--- src/port_mux_pkg.sv ---
// Package for the port and pin-function block: register map, field positions, modes, carriers.
// Assumes a 32-bit APB with one register per aligned word.
`default_nettype none
package port_mux_pkg;
    // Register indexes (byte address is four times the index)
    localparam logic [7:0] IDX_P0_LATCH   = 8'h80;
    localparam logic [7:0] IDX_P0_MODE_A  = 8'h84;
    localparam logic [7:0] IDX_P0_MODE_B  = 8'h85;
    localparam logic [7:0] IDX_P1_LATCH   = 8'h90;
    localparam logic [7:0] IDX_P1_MODE_A  = 8'h91;
    localparam logic [7:0] IDX_P1_MODE_B  = 8'h92;
    localparam logic [7:0] IDX_P2_LATCH   = 8'ha0;
    localparam logic [7:0] IDX_P2_MODE_A  = 8'ha4;
    localparam logic [7:0] IDX_P2_MODE_B  = 8'ha5;
    localparam logic [7:0] IDX_P0_IN_DIS  = 8'hf6;
    localparam logic [7:0] IDX_PIN_STATUS = 8'hf0;
    localparam logic [7:0] MODE_RESET     = 8'h00;
    localparam logic [7:0] IN_DIS_RESET   = 8'h00;
    // Fields of port two mode register a
    localparam int BIT_P2_SCHMITT   = 7;
    localparam int BIT_P1_SCHMITT   = 6;
    localparam int BIT_P0_SCHMITT   = 5;
    localparam int BIT_CLK_OUT_EN   = 4;
    localparam int BIT_T1_TOGGLE_EN = 3;
    localparam int BIT_T0_TOGGLE_EN = 2;
    // Port one pins with fixed functions; T1 sits on port zero
    localparam int PIN_TXD   = 0;
    localparam int PIN_RXD   = 1;
    localparam int PIN_T0    = 2;
    localparam int PIN_EXTERNAL_IRQ_ZERO_PIN  = 3;
    localparam int PIN_EXTERNAL_IRQ_ONE_PIN  = 4;
    localparam int PIN_RESET = 5;
    localparam int PIN_T1    = 7;
    // Port one mode bits that are writable (5, 3 and 2 are fixed)
    localparam logic [7:0] P1_MODE_WMASK = 8'hd3;
    localparam logic [7:0] P2_LATCH_WMASK = 8'h03;
    localparam logic [7:0] P2_MODE_B_WMASK = 8'h03;
    localparam logic [2:0] CLK_DIV_LAST = 3'h5;

    typedef enum logic [1:0] {
        MODE_QUASI  = 2'b00,
        MODE_PUSH   = 2'b01,
        MODE_INPUT  = 2'b10,
        MODE_OPEN   = 2'b11
    } pin_mode_e;

    typedef struct packed {
        logic [7:0] latch;
        logic [7:0] mode_a;
        logic [7:0] mode_b;
    } port_regs_s;

    typedef struct packed {
        logic [7:0] o;
        logic [7:0] oe;
    } pin_drive_s;

    typedef struct packed {
        logic       reset_pin_en;
        logic       crystal_en;
        logic       reset_level_high;
    } user_config_s;
endpackage
`default_nettype wire

--- src/port_pin_driver.sv ---
// One 8-bit port's pin drivers: decodes each pin's mode pair and drives output and enable.
// Assumes pin inputs synchronous to the clock and alternate data already merged by the caller.
`default_nettype none
module port_pin_driver
    import port_mux_pkg::*;
(
    input  wire logic [7:0] mode_a_i,
    input  wire logic [7:0] mode_b_i,
    input  wire logic [7:0] data_i,
    input  wire logic [7:0] force_open_i,
    input  wire logic [7:0] pin_in_q_i,
    output pin_drive_s      drive_o
);
    always_comb begin
        drive_o = '0;
        for (int i = 0; i < 8; i++) begin
            // Each pin decodes only its own pair
            unique case (pin_mode_e'({mode_a_i[i], mode_b_i[i]})) // RQ2 RQ14 RQ18
                MODE_QUASI: begin
                    // Strong low for a zero; strong high after a rise until the registered pin reads high, then released
                    drive_o.o[i]  = data_i[i];
                    drive_o.oe[i] = ~data_i[i] | (data_i[i] & ~pin_in_q_i[i]);
                end
                MODE_PUSH: begin
                    drive_o.o[i]  = data_i[i];
                    drive_o.oe[i] = 1'b1;
                end
                MODE_INPUT: begin
                    drive_o.o[i]  = 1'b0;
                    drive_o.oe[i] = 1'b0;
                end
                MODE_OPEN: begin
                    drive_o.o[i]  = 1'b0;
                    drive_o.oe[i] = ~data_i[i];
                end
            endcase
            if (force_open_i[i]) begin
                drive_o.o[i]  = 1'b0;
                drive_o.oe[i] = ~data_i[i] & ~(mode_a_i[i] & ~mode_b_i[i]); // RQ6
            end
        end
    end
endmodule
`default_nettype wire

--- src/port_pin_function_mux.sv ---
// Port latches, modes and alternate-function routing for three ports behind an APB slave.
// Assumes one 40 MHz clock; peripherals and the CPU sit outside and use the ports below.
//
// The implementer's own choice: register access over APB.
`default_nettype none
// Notes on behaviour
// RQ1 - Reset puts latches quasi-bidirectional, all ones or zeros by reset-level bit.
// RQ2 - Each pin's output type is configured independently; the code keeps port one pins 2, 3 and 5 at their reset mode bits.
// RQ3 - With reset pin selected, low level resets chip; CPU restarts at 0.
// RQ4 - Reset pin is external reset only when configuration selects it.
// RQ5 - Otherwise reset pin is a Schmitt input with no driver.
// RQ6 - Two-wire bus pins drive open-drain only.
// RQ7 - Clock-output pin gives CPU clock divided by 6 when enabled, RC/external.
// RQ8 - Crystal option turns oscillator pins into amplifier output and input.
// RQ9 - Each timer may toggle its pin on overflow; else pin is count input.
// RQ10 - Serial transmit on port one pin 0, receive from pin 1.
// RQ11 - External interrupts come from port one pins 3 and 4.
// RQ12 - Eight keypad interrupt inputs on port zero.
// RQ13 - Port two has only two I/O bits with configurable output type.
// RQ14 - Four modes: quasi-bidirectional, open-drain, push-pull, input-only.
// RQ15 - Per-port Schmitt select bits live in port two mode register a.
// RQ16 - Input-disable bit turns off port zero digital input; reads give 0.
// RQ17 - Software puts analog pins in input-only mode.
// RQ18 - Mode from bit pair of two mode registers; both zero is quasi.
// RQ19 - Alternate outputs reach a pin only when enabled; else latch drives.
module port_pin_function_mux
    import port_mux_pkg::*;
(
    input  wire logic                       CLK_I,
    input  wire logic                       RST_I,
    input  wire logic                       PSEL_I,
    input  wire logic                       PENABLE_I,
    input  wire logic                       PWRITE_I,
    input  wire logic [11:0]                PADDR_I,
    input  wire logic [31:0]                PWDATA_I,
    output logic      [31:0]                PRDATA_O,
    output logic                            PREADY_O,
    output logic                            PSLVERR_O,
    input  wire port_mux_pkg::user_config_s CONFIG_I,
    input  wire logic [7:0]                 P0_IN_I,
    output logic      [7:0]                 P0_OUT_O,
    output logic      [7:0]                 P0_OE_O,
    input  wire logic [7:0]                 P1_IN_I,
    output logic      [7:0]                 P1_OUT_O,
    output logic      [7:0]                 P1_OE_O,
    input  wire logic [1:0]                 P2_IN_I,
    output logic      [1:0]                 P2_OUT_O,
    output logic      [1:0]                 P2_OE_O,
    output logic      [7:0]                 SCHMITT_EN_O,
    output logic      [7:0]                 P0_IN_ENABLE_O,
    input  wire logic                       SERIAL_TX_I,
    input  wire logic                       SERIAL_TX_EN_I,
    output logic                            SERIAL_RX_O,
    input  wire logic                       TWI_EN_I,
    input  wire logic                       TWI_SCL_I,
    input  wire logic                       TWI_SDA_I,
    output logic                            TWI_SCL_O,
    output logic                            TWI_SDA_O,
    input  wire logic                       TIMER_ZERO_OVF_I,
    input  wire logic                       TIMER_ONE_OVF_I,
    output logic                            TIMER_ZERO_PIN_O,
    output logic                            TIMER_ONE_PIN_O,
    output logic                            EXTERNAL_IRQ_ZERO_PIN_O,
    output logic                            EXTERNAL_IRQ_ONE_PIN_O,
    output logic      [7:0]                 KEYPAD_IN_O,
    output logic                            OSC_AMP_OUT_SEL_O,
    output logic                            OSC_INPUT_PIN_O,
    output logic                            CHIP_RESET_O,
    output logic      [31:0]                RESTART_ADDR_O
);
    import port_mux_pkg::*;

    typedef struct packed {
        port_regs_s p0;
        port_regs_s p1;
        port_regs_s p2;
        logic [7:0] in_dis;
        logic [2:0] div_cnt;
        logic       clk_out;
        logic       t0_pin;
        logic       t1_pin;
        logic [7:0] p0_in;
        logic [7:0] p1_in;
        logic [1:0] p2_in;
        logic       pin_reset;
        logic       level_loaded;
        logic [31:0] rdata;
    } state_s;

    state_s state_q;
    state_s state_d;

    logic [7:0]  idx;
    logic        access;
    logic        wr;
    logic        hit;
    logic [7:0]  wdat;
    logic [7:0]  p0_data;
    logic [7:0]  p1_data;
    logic [7:0]  p2_data;
    logic [7:0]  p1_open;
    logic [7:0]  p2_mode_a;
    logic [7:0]  p2_mode_b;
    logic [7:0]  p0_mode_a;
    logic [7:0]  p0_mode_b;
    logic [7:0]  p1_mode_a;
    logic [7:0]  p1_mode_b;
    logic [7:0]  p2_in_q_w;
    logic        osc_ext_clock;
    pin_drive_s  p0_drv;
    pin_drive_s  p1_drv;
    pin_drive_s  p2_drv;

    // Register value as software reads it; latch indexes return registered pins, disabled port zero inputs forced low
    function automatic logic [7:0] read_reg(input state_s s, input logic [7:0] index);
        logic [7:0] v;
        v = 8'h00;
        unique case (index)
            IDX_P0_LATCH:   v = s.p0_in & ~s.in_dis; // RQ16
            IDX_P0_MODE_A:  v = s.p0.mode_a;
            IDX_P0_MODE_B:  v = s.p0.mode_b;
            IDX_P1_LATCH:   v = s.p1_in;
            IDX_P1_MODE_A:  v = s.p1.mode_a;
            IDX_P1_MODE_B:  v = s.p1.mode_b;
            IDX_P2_LATCH:   v = {6'h00, s.p2_in};
            IDX_P2_MODE_A:  v = s.p2.mode_a;
            IDX_P2_MODE_B:  v = s.p2.mode_b;
            IDX_P0_IN_DIS:  v = s.in_dis;
            IDX_PIN_STATUS: v = {4'h0, s.clk_out, s.t1_pin, s.t0_pin, s.pin_reset};
            default:        v = 8'h00;
        endcase
        return v;
    endfunction

    function automatic logic reg_known(input logic [7:0] index);
        return index inside {IDX_P0_LATCH, IDX_P0_MODE_A, IDX_P0_MODE_B, IDX_P1_LATCH,
                             IDX_P1_MODE_A, IDX_P1_MODE_B, IDX_P2_LATCH, IDX_P2_MODE_A,
                             IDX_P2_MODE_B, IDX_P0_IN_DIS, IDX_PIN_STATUS};
    endfunction

    assign idx    = PADDR_I[9:2];
    assign access = PSEL_I & PENABLE_I;
    assign hit    = reg_known(idx) && (PADDR_I[1:0] == 2'b00) && (PADDR_I[11:10] == 2'b00);
    assign wr     = access & PWRITE_I & hit;
    assign wdat   = PWDATA_I[7:0];
    assign osc_ext_clock = ~CONFIG_I.crystal_en;

    always_comb begin
        state_d = state_q;
        state_d.p0_in = P0_IN_I;
        state_d.p1_in = P1_IN_I;
        state_d.p2_in = P2_IN_I;
        // External reset request only when the pin is configured for it
        state_d.pin_reset = CONFIG_I.reset_pin_en & ~P1_IN_I[PIN_RESET]; // RQ3 RQ4
        // Reset level from the user configuration is loaded once after release
        if (!state_q.level_loaded) begin
            state_d.level_loaded = 1'b1;
            state_d.p0.latch = {8{CONFIG_I.reset_level_high}}; // RQ1
            state_d.p1.latch = {8{CONFIG_I.reset_level_high}}; // RQ1
            state_d.p2.latch = {6'h00, {2{CONFIG_I.reset_level_high}}}; // RQ1 RQ13
        end
        // Divide-by-6 clock out: one toggle every three cycles
        if (state_q.p2.mode_a[BIT_CLK_OUT_EN] && osc_ext_clock) begin // RQ7
            if (state_q.div_cnt == 3'h2 || state_q.div_cnt == CLK_DIV_LAST) begin
                state_d.clk_out = ~state_q.clk_out;
            end
            state_d.div_cnt = (state_q.div_cnt == CLK_DIV_LAST) ? 3'h0 : state_q.div_cnt + 3'h1;
        end else begin
            state_d.div_cnt = 3'h0;
            state_d.clk_out = 1'b0;
        end
        // Timer pins toggle on overflow when enabled
        if (TIMER_ZERO_OVF_I && state_q.p2.mode_a[BIT_T0_TOGGLE_EN]) begin // RQ9
            state_d.t0_pin = ~state_q.t0_pin;
        end
        if (TIMER_ONE_OVF_I && state_q.p2.mode_a[BIT_T1_TOGGLE_EN]) begin // RQ9
            state_d.t1_pin = ~state_q.t1_pin;
        end
        if (wr) begin
            unique case (idx)
                IDX_P0_LATCH:  state_d.p0.latch  = wdat;
                IDX_P0_MODE_A: state_d.p0.mode_a = wdat;
                IDX_P0_MODE_B: state_d.p0.mode_b = wdat;
                IDX_P1_LATCH:  state_d.p1.latch  = wdat;
                IDX_P1_MODE_A: state_d.p1.mode_a = wdat & P1_MODE_WMASK;
                IDX_P1_MODE_B: state_d.p1.mode_b = wdat & P1_MODE_WMASK;
                IDX_P2_LATCH:  state_d.p2.latch  = wdat & P2_LATCH_WMASK; // RQ13
                IDX_P2_MODE_A: state_d.p2.mode_a = wdat; // RQ15
                IDX_P2_MODE_B: state_d.p2.mode_b = wdat & P2_MODE_B_WMASK;
                IDX_P0_IN_DIS: state_d.in_dis    = wdat; // RQ16
                default: begin
                end
            endcase
        end
        state_d.rdata = {24'h000000, read_reg(state_q, idx)};
    end

    always_ff @(posedge CLK_I or posedge RST_I) begin
        if (RST_I) begin
            state_q <= '0; // RQ1
        end else begin
            state_q <= state_d;
        end
    end

    // Alternate data on each pin; latch value when the function is off
    always_comb begin
        p0_data = state_q.p0.latch;
        if (state_q.p2.mode_a[BIT_T1_TOGGLE_EN]) begin // RQ19
            p0_data[PIN_T1] = state_q.t1_pin;
        end
        p1_data = state_q.p1.latch;
        if (SERIAL_TX_EN_I) begin // RQ10 RQ19
            p1_data[PIN_TXD] = state_q.p1.latch[PIN_TXD] & SERIAL_TX_I;
        end
        if (state_q.p2.mode_a[BIT_T0_TOGGLE_EN]) begin // RQ9 RQ19
            p1_data[PIN_T0] = state_q.t0_pin;
        end
        if (TWI_EN_I) begin
            p1_data[PIN_T0]   = state_q.p1.latch[PIN_T0] & TWI_SCL_I;
            p1_data[PIN_EXTERNAL_IRQ_ZERO_PIN] = state_q.p1.latch[PIN_EXTERNAL_IRQ_ZERO_PIN] & TWI_SDA_I;
        end
        p2_data = {6'h00, state_q.p2.latch[1:0]};
        // Reset level reaches the pins while reset is held, not a cycle late
        if (!state_q.level_loaded) begin // RQ1
            p0_data = {8{CONFIG_I.reset_level_high}};
            p1_data = {8{CONFIG_I.reset_level_high}};
            p2_data = {6'h00, {2{CONFIG_I.reset_level_high}}};
        end
        if (state_q.p2.mode_a[BIT_CLK_OUT_EN] && osc_ext_clock) begin // RQ7 RQ19
            p2_data[0] = state_q.clk_out;
        end
        p1_open = TWI_EN_I ? 8'h0c : 8'h00; // RQ6
    end

    assign p0_mode_a = state_q.p0.mode_a;
    assign p0_mode_b = state_q.p0.mode_b;
    assign p1_mode_a = state_q.p1.mode_a;
    assign p1_mode_b = state_q.p1.mode_b;
    assign p2_mode_a = {6'h00, state_q.p2.mode_a[1:0]};
    assign p2_mode_b = {6'h00, state_q.p2.mode_b[1:0]};
    assign p2_in_q_w = {6'h00, state_q.p2_in};

    port_pin_driver u_p0 (
        .mode_a_i     (p0_mode_a),
        .mode_b_i     (p0_mode_b),
        .data_i       (p0_data),
        .force_open_i (8'h00),
        .pin_in_q_i   (state_q.p0_in),
        .drive_o      (p0_drv)
    );

    port_pin_driver u_p1 (
        .mode_a_i     (p1_mode_a),
        .mode_b_i     (p1_mode_b),
        .data_i       (p1_data),
        .force_open_i (p1_open),
        .pin_in_q_i   (state_q.p1_in),
        .drive_o      (p1_drv)
    );

    port_pin_driver u_p2 (
        .mode_a_i     (p2_mode_a),
        .mode_b_i     (p2_mode_b),
        .data_i       (p2_data),
        .force_open_i (8'h00),
        .pin_in_q_i   (p2_in_q_w),
        .drive_o      (p2_drv)
    );

    assign P0_OUT_O = p0_drv.o;
    assign P0_OE_O  = p0_drv.oe;
    // Reset pin never drives, whatever its mode bits say
    assign P1_OUT_O = p1_drv.o & ~(8'h01 << PIN_RESET); // RQ5
    assign P1_OE_O  = p1_drv.oe & ~(8'h01 << PIN_RESET); // RQ5
    // Crystal option hands both oscillator pins to the amplifier
    assign P2_OUT_O = CONFIG_I.crystal_en ? 2'b00 : p2_drv.o[1:0]; // RQ8
    assign P2_OE_O  = CONFIG_I.crystal_en ? 2'b00 : p2_drv.oe[1:0]; // RQ8
    assign OSC_AMP_OUT_SEL_O = CONFIG_I.crystal_en; // RQ8
    assign OSC_INPUT_PIN_O   = CONFIG_I.crystal_en & P2_IN_I[1]; // RQ8

    // Schmitt thresholds: one select bit per port, port one also forced Schmitt while the reset pin is not selected
    assign SCHMITT_EN_O = {5'h00, state_q.p2.mode_a[BIT_P2_SCHMITT],
                           state_q.p2.mode_a[BIT_P1_SCHMITT] | ~CONFIG_I.reset_pin_en,
                           state_q.p2.mode_a[BIT_P0_SCHMITT]}; // RQ15 RQ5
    assign P0_IN_ENABLE_O = ~state_q.in_dis; // RQ16

    assign SERIAL_RX_O             = state_q.p1_in[PIN_RXD]; // RQ10
    assign TWI_SCL_O               = state_q.p1_in[PIN_T0];
    assign TWI_SDA_O               = state_q.p1_in[PIN_EXTERNAL_IRQ_ZERO_PIN];
    assign TIMER_ZERO_PIN_O        = state_q.p1_in[PIN_T0]; // RQ9
    assign TIMER_ONE_PIN_O         = state_q.p0_in[PIN_T1]; // RQ9
    assign EXTERNAL_IRQ_ZERO_PIN_O = state_q.p1_in[PIN_EXTERNAL_IRQ_ZERO_PIN]; // RQ11
    assign EXTERNAL_IRQ_ONE_PIN_O  = state_q.p1_in[PIN_EXTERNAL_IRQ_ONE_PIN]; // RQ11
    assign KEYPAD_IN_O             = state_q.p0_in & ~state_q.in_dis; // RQ12
    assign CHIP_RESET_O            = state_q.pin_reset; // RQ3
    assign RESTART_ADDR_O          = 32'h00000000; // RQ3

    assign PRDATA_O  = state_d.rdata;
    assign PREADY_O  = 1'b1;
    assign PSLVERR_O = access & ~hit;
endmodule
`default_nettype wire

--- config.mk ---
export PLATFORM = sky130hd
export DESIGN_NAME = port_pin_function_mux
export DESIGN_NICKNAME = d
export VERILOG_FILES = /design/src/port_mux_pkg.sv /design/src/port_pin_driver.sv /design/src/port_pin_function_mux.sv
export SDC_FILE = /design/constraint.sdc
export NUM_CORES = 1
export LEC_CHECK = 0
export BUFFER_PORTS_ARGS = -buffer_cell sky130_fd_sc_hd__buf_2
export CAP_MARGIN = 15
export CORE_ASPECT_RATIO = 0.9
export CORE_UTILIZATION = 35
export CTS_CLUSTER_DIAMETER = 100
export DETAILED_ROUTE_END_ITERATION = 16
export GPL_TIMING_DRIVEN = 0
export MAX_ROUTING_LAYER = met4
export PLACE_DENSITY = 0.65
export SETUP_SLACK_MARGIN = 0.4
export SYNTH_ARGS = -nofsm -noshare
export SYNTH_HDL_FRONTEND = slang
export SYNTH_SLANG_ARGS = --single-unit
--- constraint.sdc ---
create_clock -name CLK_I -period 2.4 [get_ports CLK_I]
set_clock_uncertainty 0.05 [all_clocks]
set_input_delay 0.24 -clock CLK_I [delete_from_list [all_inputs] [get_ports CLK_I]]
set_output_delay 0.24 -clock CLK_I [all_outputs]
set_load 0.05 [all_outputs]
; After elaboration in Yosys (flattened, before gate mapping)
; Index checks and enable logic that the tools add are counted.
[word_totals]
regBits = 94
latchBits = 0
mem_bits_rw = 0
rom_bits = 0
elab_cells = 320
mem_count = 0
[classes]
n_addsub = 1
n_mul = 0
div = 0
n_lt_le_gt_ge = 0
eq_ne = 59
shifts = 0
muxes = 73
bitwise = 107
reduce_logical = 61
[op_table]
columns = cell, n
row1 = 8-bit two-way mux, 14
row2 = 8-bit equality test (second input constant), 11
row3 = 8-bit case mux with 11 select lines, 1
row4 = 80-bit two-way mux, 1
row5 = 2-bit equality test (second input constant), 30
row6 = 1-bit case mux with 4 select lines, 15
row7 = 2-bit OR reduction, 30
row8 = 1-bit NOT, 51
row9 = 1-bit AND, 36
row10 = 2-bit zero test, 17
row11 = 2-bit by 1-bit equality test with 1-bit output (second input constant), 15
row12 = 1-bit case mux with 2 select lines, 15
row13 = 1-bit two-way mux, 19
row14 = 1-bit bitwise OR, 18
row15 = 2-bit AND reduction, 7
row16 = 11-bit nonzero test, 1
row17 = 2-bit two-way mux, 5
row18 = 8-bit AND, 1
row19 = 4-bit two-way mux, 2
row20 = 8-bit NOT, 1
row21 = 1-bit logical AND, 5
row22 = 3-bit by 1-bit adder with 3-bit output (second input constant), 1
row23 = 3-bit by 2-bit equality test with 1-bit output (second input constant), 1
row24 = 3-bit equality test (second input constant), 1
row25 = other kinds (3), 3

; Longest topological paths before layout
[depth]
depth_word = 7
mapped_depth = 8
depth_no_buf = 4

; By module
; Synthesis repeated with hierarchy kept, for this count alone.
[hier_totals]
cells_unflattened = 579
area_unflattened_um2 = 5550.3
[modules_own_cells]
columns = module, instances, cells_each, area_each_um2, seq_area_each_um2
row1 = port_pin_function_mux, 1, 471, 4897.2, 2202.1
row2 = port_pin_driver, 3, 36, 217.7, 0.0

; Worst setup path before layout
; OpenSTA, ideal clock, no wires.
[synth_timing]
kind = register to output
start = register state_q[32] (netlist bit)
end = output P2_OE_O[1]
arrival_ps = 2269
required_time_ps = 2110
setup_slack_ps = -159
path_stages_with_launch = 6
cell_sequence = dfrtp_1 clkbuf_1 clkbuf_1 a21oi_1 nor2_1 a211oi_1
[synth_via]
elab_chain_len = 5
word_cells_on_any_way = 6
classes_between = 3 x mux / 3 x bitwise
[synth_rtl]
columns = item, line_no
row1 = from (decl), port_pin_function_mux.sv:90  ; state_s state_q;
row2 = from (signal assigned), port_pin_function_mux.sv:202  ; state_q <= state_d;
row3 = 2-bit two-way mux (*), port_pin_function_mux.sv:225  ; if (!state_q.level_loaded) begin
row4 = 1-bit AND / 1-bit NOT (equally long branches), n/a
row5 = 1-bit bitwise OR, port_pin_driver.sv:22  ; drive_o.oe[i] = ~data_i[i] | (data_i[i] & ~pin_in_q_i[i]);
row6 = 1-bit case mux with 4 select lines (*), port_pin_driver.sv:18  ; unique case (pin_mode_e'({mode_a_i[i], mode_b_i[i]}))
row7 = 2-bit two-way mux (*), port_pin_function_mux.sv:278  ; assign P2_OE_O = CONFIG_I.crystal_en ? 2'b00 : p2_drv.oe[1:0];
row8 = to (decl), port_pin_function_mux.sv:48  ; output logic [1:0] P2_OE_O,
; Mark *: on every way between the ends. The rest lies on a longest branch, timed or not.

==> metrics.txt <==
status=finished, final reports clean; adder-cell share of the synthesized area=0%; unique cell type count in the Yosys netlist=between 50 and 60; hold crit path type=in2reg; CP Max Fanout=2; Tot GR Track Use=22.7%; reg2reg setup slack=0.64 ns; # H-tree levels=3; Final ANT Viol Nets=0; routed wire length=about 17000 um; I/O Buffers=~120; final cycle utilization of the critical path=between 90% and 100%; commonest non-fill, non-tap cells in the layout=buf_4, dfrtp_1, buf_2; CTS sink cnt=87; Initial Util=36.4%; crit end category=primary output; CTS tree=built; RSZ-0062 raised after global routing=true; drt drc=0; top_reg_cell synth=dfrtp_1; fin crit period=2.24 ns; grt ovf=0; Seq pwr share=between 30% and 40%; number of DRC markers in iteration 0=around 370; DP HPWL=11800 um; worst endpoint required time=between 2 and 2.5 ns; die area=roughly 0.015 sq mm; internal cell power=0.00272 W; mux share of post-synthesis cell area=about 14%; Net Switching=about 0.0014 W; leading cell type in the layout, fill and taps excluded=buf_4; Synth Area in Simple Gates=16.7%; Mean Syn Cell Area=around 9.9 sq um; Synth Area in Compound Gates=about an eighth; synthesis warning total=0; first-pass iteration count of the detailed router=5; Slew Limit Headroom=roughly 60%; Gate power share=around 30%; worst skew pair latency=approximately 0.35 ns; Synth area leader=dfrtp_1; cell count after synthesis=522; nets=about 870; flops & latches, synth=87; vias per cell=4.91; Die Y=approximately 120 um; Via Count=just under 5000; # setup viols final=0; Worst-path clk slew=approximately 0.060 ns; Die Width=approximately 130 um; routability congestion estimate=a little under 0.9; PD cells=slightly below 500 mW/mm^2; arrival time at the worst endpoint=around 2.0 ns; XOR/XNOR share of the synthesized area=less than 1%; Core Rows=a little over 40; global-route wire length before repair=about 25000 um; Fin Hold WS=0.114 ns; n_diodes=0; Crit Path Category=reg2out; Root Buffer=clkbuf_16; Async S/R FF share, synth=between 90% and 100%; Yosys top cell area share=42.1%; Leakage Power=~4 nW; Num CTS Buffers=9; synthesis-to-finish area growth=60.2%; Hold Vio Cnt, Final=0; peak supply drop=around 300 uV; fin util=about three fifths; Clock Power Share=32.2%; sequential share of the synthesized area=between 40 and 50%; Final Slew Violations=0; Worst Tran Pin Value=approximately 0.60 ns; Area contributors post-synth=dfrtp_1, buf_4, mux2_2, a21oi_1, nor2_1; synthesized area=around 0.0052 sq mm; share of layout cells above drive strength 1=55.7%; switch share=between 30% and 40%; Post-synth EDFFs=0; post-DR wirelength/cell=about 17 um; largest net degree at the start of global routing=41; vias in the first global route=roughly 4700; area of the core=around 0.014 sq mm; clock tree buffer depth=2; initial antenna violation count=0; max-cap violations=0; I/O pins=~210; Peak Freq=around 0.45 GHz; main combinational cell family by area after synthesis=simple AND/OR/NAND/NOR gates; Critical Path Start Type=flip-flop
Yosys cell counts, drive strengths merged, types with 3 or more instances:
library cell,number
a222oi,3
inv,14
nor4,4
mux2,52
nand3,5
nand4,4
nor2b,13
a22oi,3
dfrtp,87
buf,87
nor2,51
nand3b,3
mux2i,15
a21oi,60
and2,6
o211ai,4
nand2b,6
o2bb2ai,3
nand2,18
or3b,3
or4,4
a31oi,4
nor3,8
nor3b,8
xnor2,4
clkbuf,12
and3,5
o21ai,7
a22o,4
repair_timing:
action	CTS	global route
hold buffers	19	0
buffers inserted	30	20
endpoints found under the hold margin	33	0
gates resized for setup	182	59
cloned	3	1
endpoints found under the setup margin	59	49
pin swaps	36	33
power by group through the flow:
stage / combinational (W) / sequential [W] / clock [W]
floorplan: 0.000741 / 0.00157 / 0
global placement: 0.000939 / 0.00156 / 0
detailed placement: 0.000957 / 0.00156 / 0
CTS: 0.00116 / 0.00155 / 0.00134
global route: 0.00130 / 0.00155 / 0.00140
finish: 0.00124 / 0.00155 / 0.00133
cell families after synthesis:
logic type / count (synthesis)
buffers and inverters: 113
muxes: 67
DFF: 87
AOI/OAI and AO/OA: 101
and+or+nand+nor: 147
other: 2
xor gates and xnor gates: 5
state kept, by name (all words and copies together) (netlist names):
name,cells
TIMER_ONE_PIN_O,1
p0_mode_a,8
p2_mode_a,2
p1_mode_b,5
SERIAL_RX_O,1
SCHMITT_EN_O,2
p2_in_q_w,2
EXTERNAL_IRQ_ZERO_PIN_O,1
state_q,47
p1_mode_a,5
EXTERNAL_IRQ_ONE_PIN_O,1
TIMER_ZERO_PIN_O,1
p2_mode_b,2
CHIP_RESET_O,1
p0_mode_b,8
critical path, stage by stage (launching register included):
cell and delay [ns]:
dfrtp_1 0.40, mux2i_1 0.17, o2bb2ai_2 0.07, a222oi_1 0.45
o311ai_1 0.20, buf_4 0.18, buf_8 0.14
path summary, 6_finish.rpt:
check,startpoint,endpoint,cells past startpoint
worst max-delay path,p0_mode_b[6]$_DFFE_PP0P_,PRDATA_O[6],6
worst min-delay path,TIMER_ONE_OVF_I,state_q[52]$_DFFE_PP0P_,3
worst max register to register,state_q[32]$_DFF_PP0_,state_q[135]$_DFF_PP0_,8
worst min register to register,state_q[52]$_DFFE_PP0P_,state_q[52]$_DFFE_PP0P_,1
max in group asynchronous,RST_I,state_q[49]$_DFF_PP0_,4
min in group asynchronous,RST_I,state_q[48]$_DFF_PP0_,3
cell type report:
class                           instances  area (sq um)
Tap cell                              193           241
Timing Repair Buffer                  194          1630
Buffer                                 99           801
Clock buffer                           13           260
Inverter                               14          56.3
Sequential cell                        87          2180
Clock inverter                          3          17.5
Fill cell                            1181          5920
Multi-Input combinational cell        385          3100
metrics by stage:
stage | total power [W] | TNS (ns) | instances | cell area (sq um) | worst slack, ns
after floorplan | 0.00231 | 0 | 585 | 5590 | 0.194
after global placement | 0.00250 | -5.59 | 897 | 6420 | -0.456
after detailed placement | 0.00252 | -7.33 | 899 | 6460 | -0.504
after CTS | 0.00405 | 0 | 967 | 7880 | 0.213
after global routing | 0.00425 | 0 | 988 | 8290 | 0.0655
final | 0.00411 | 0 | 988 | 8290 | 0.160
routing by layer:
layer  vias to the layer above  track usage (%)  share of wire, %
met5                         -                -                 0
met4                         0             7.12               2.0
met3                        32             4.70               9.0
met2                       278             36.5                49
met1                      2307             28.4                40
li1                       2236                -                 -
Power figures use the tool's default switching activity.
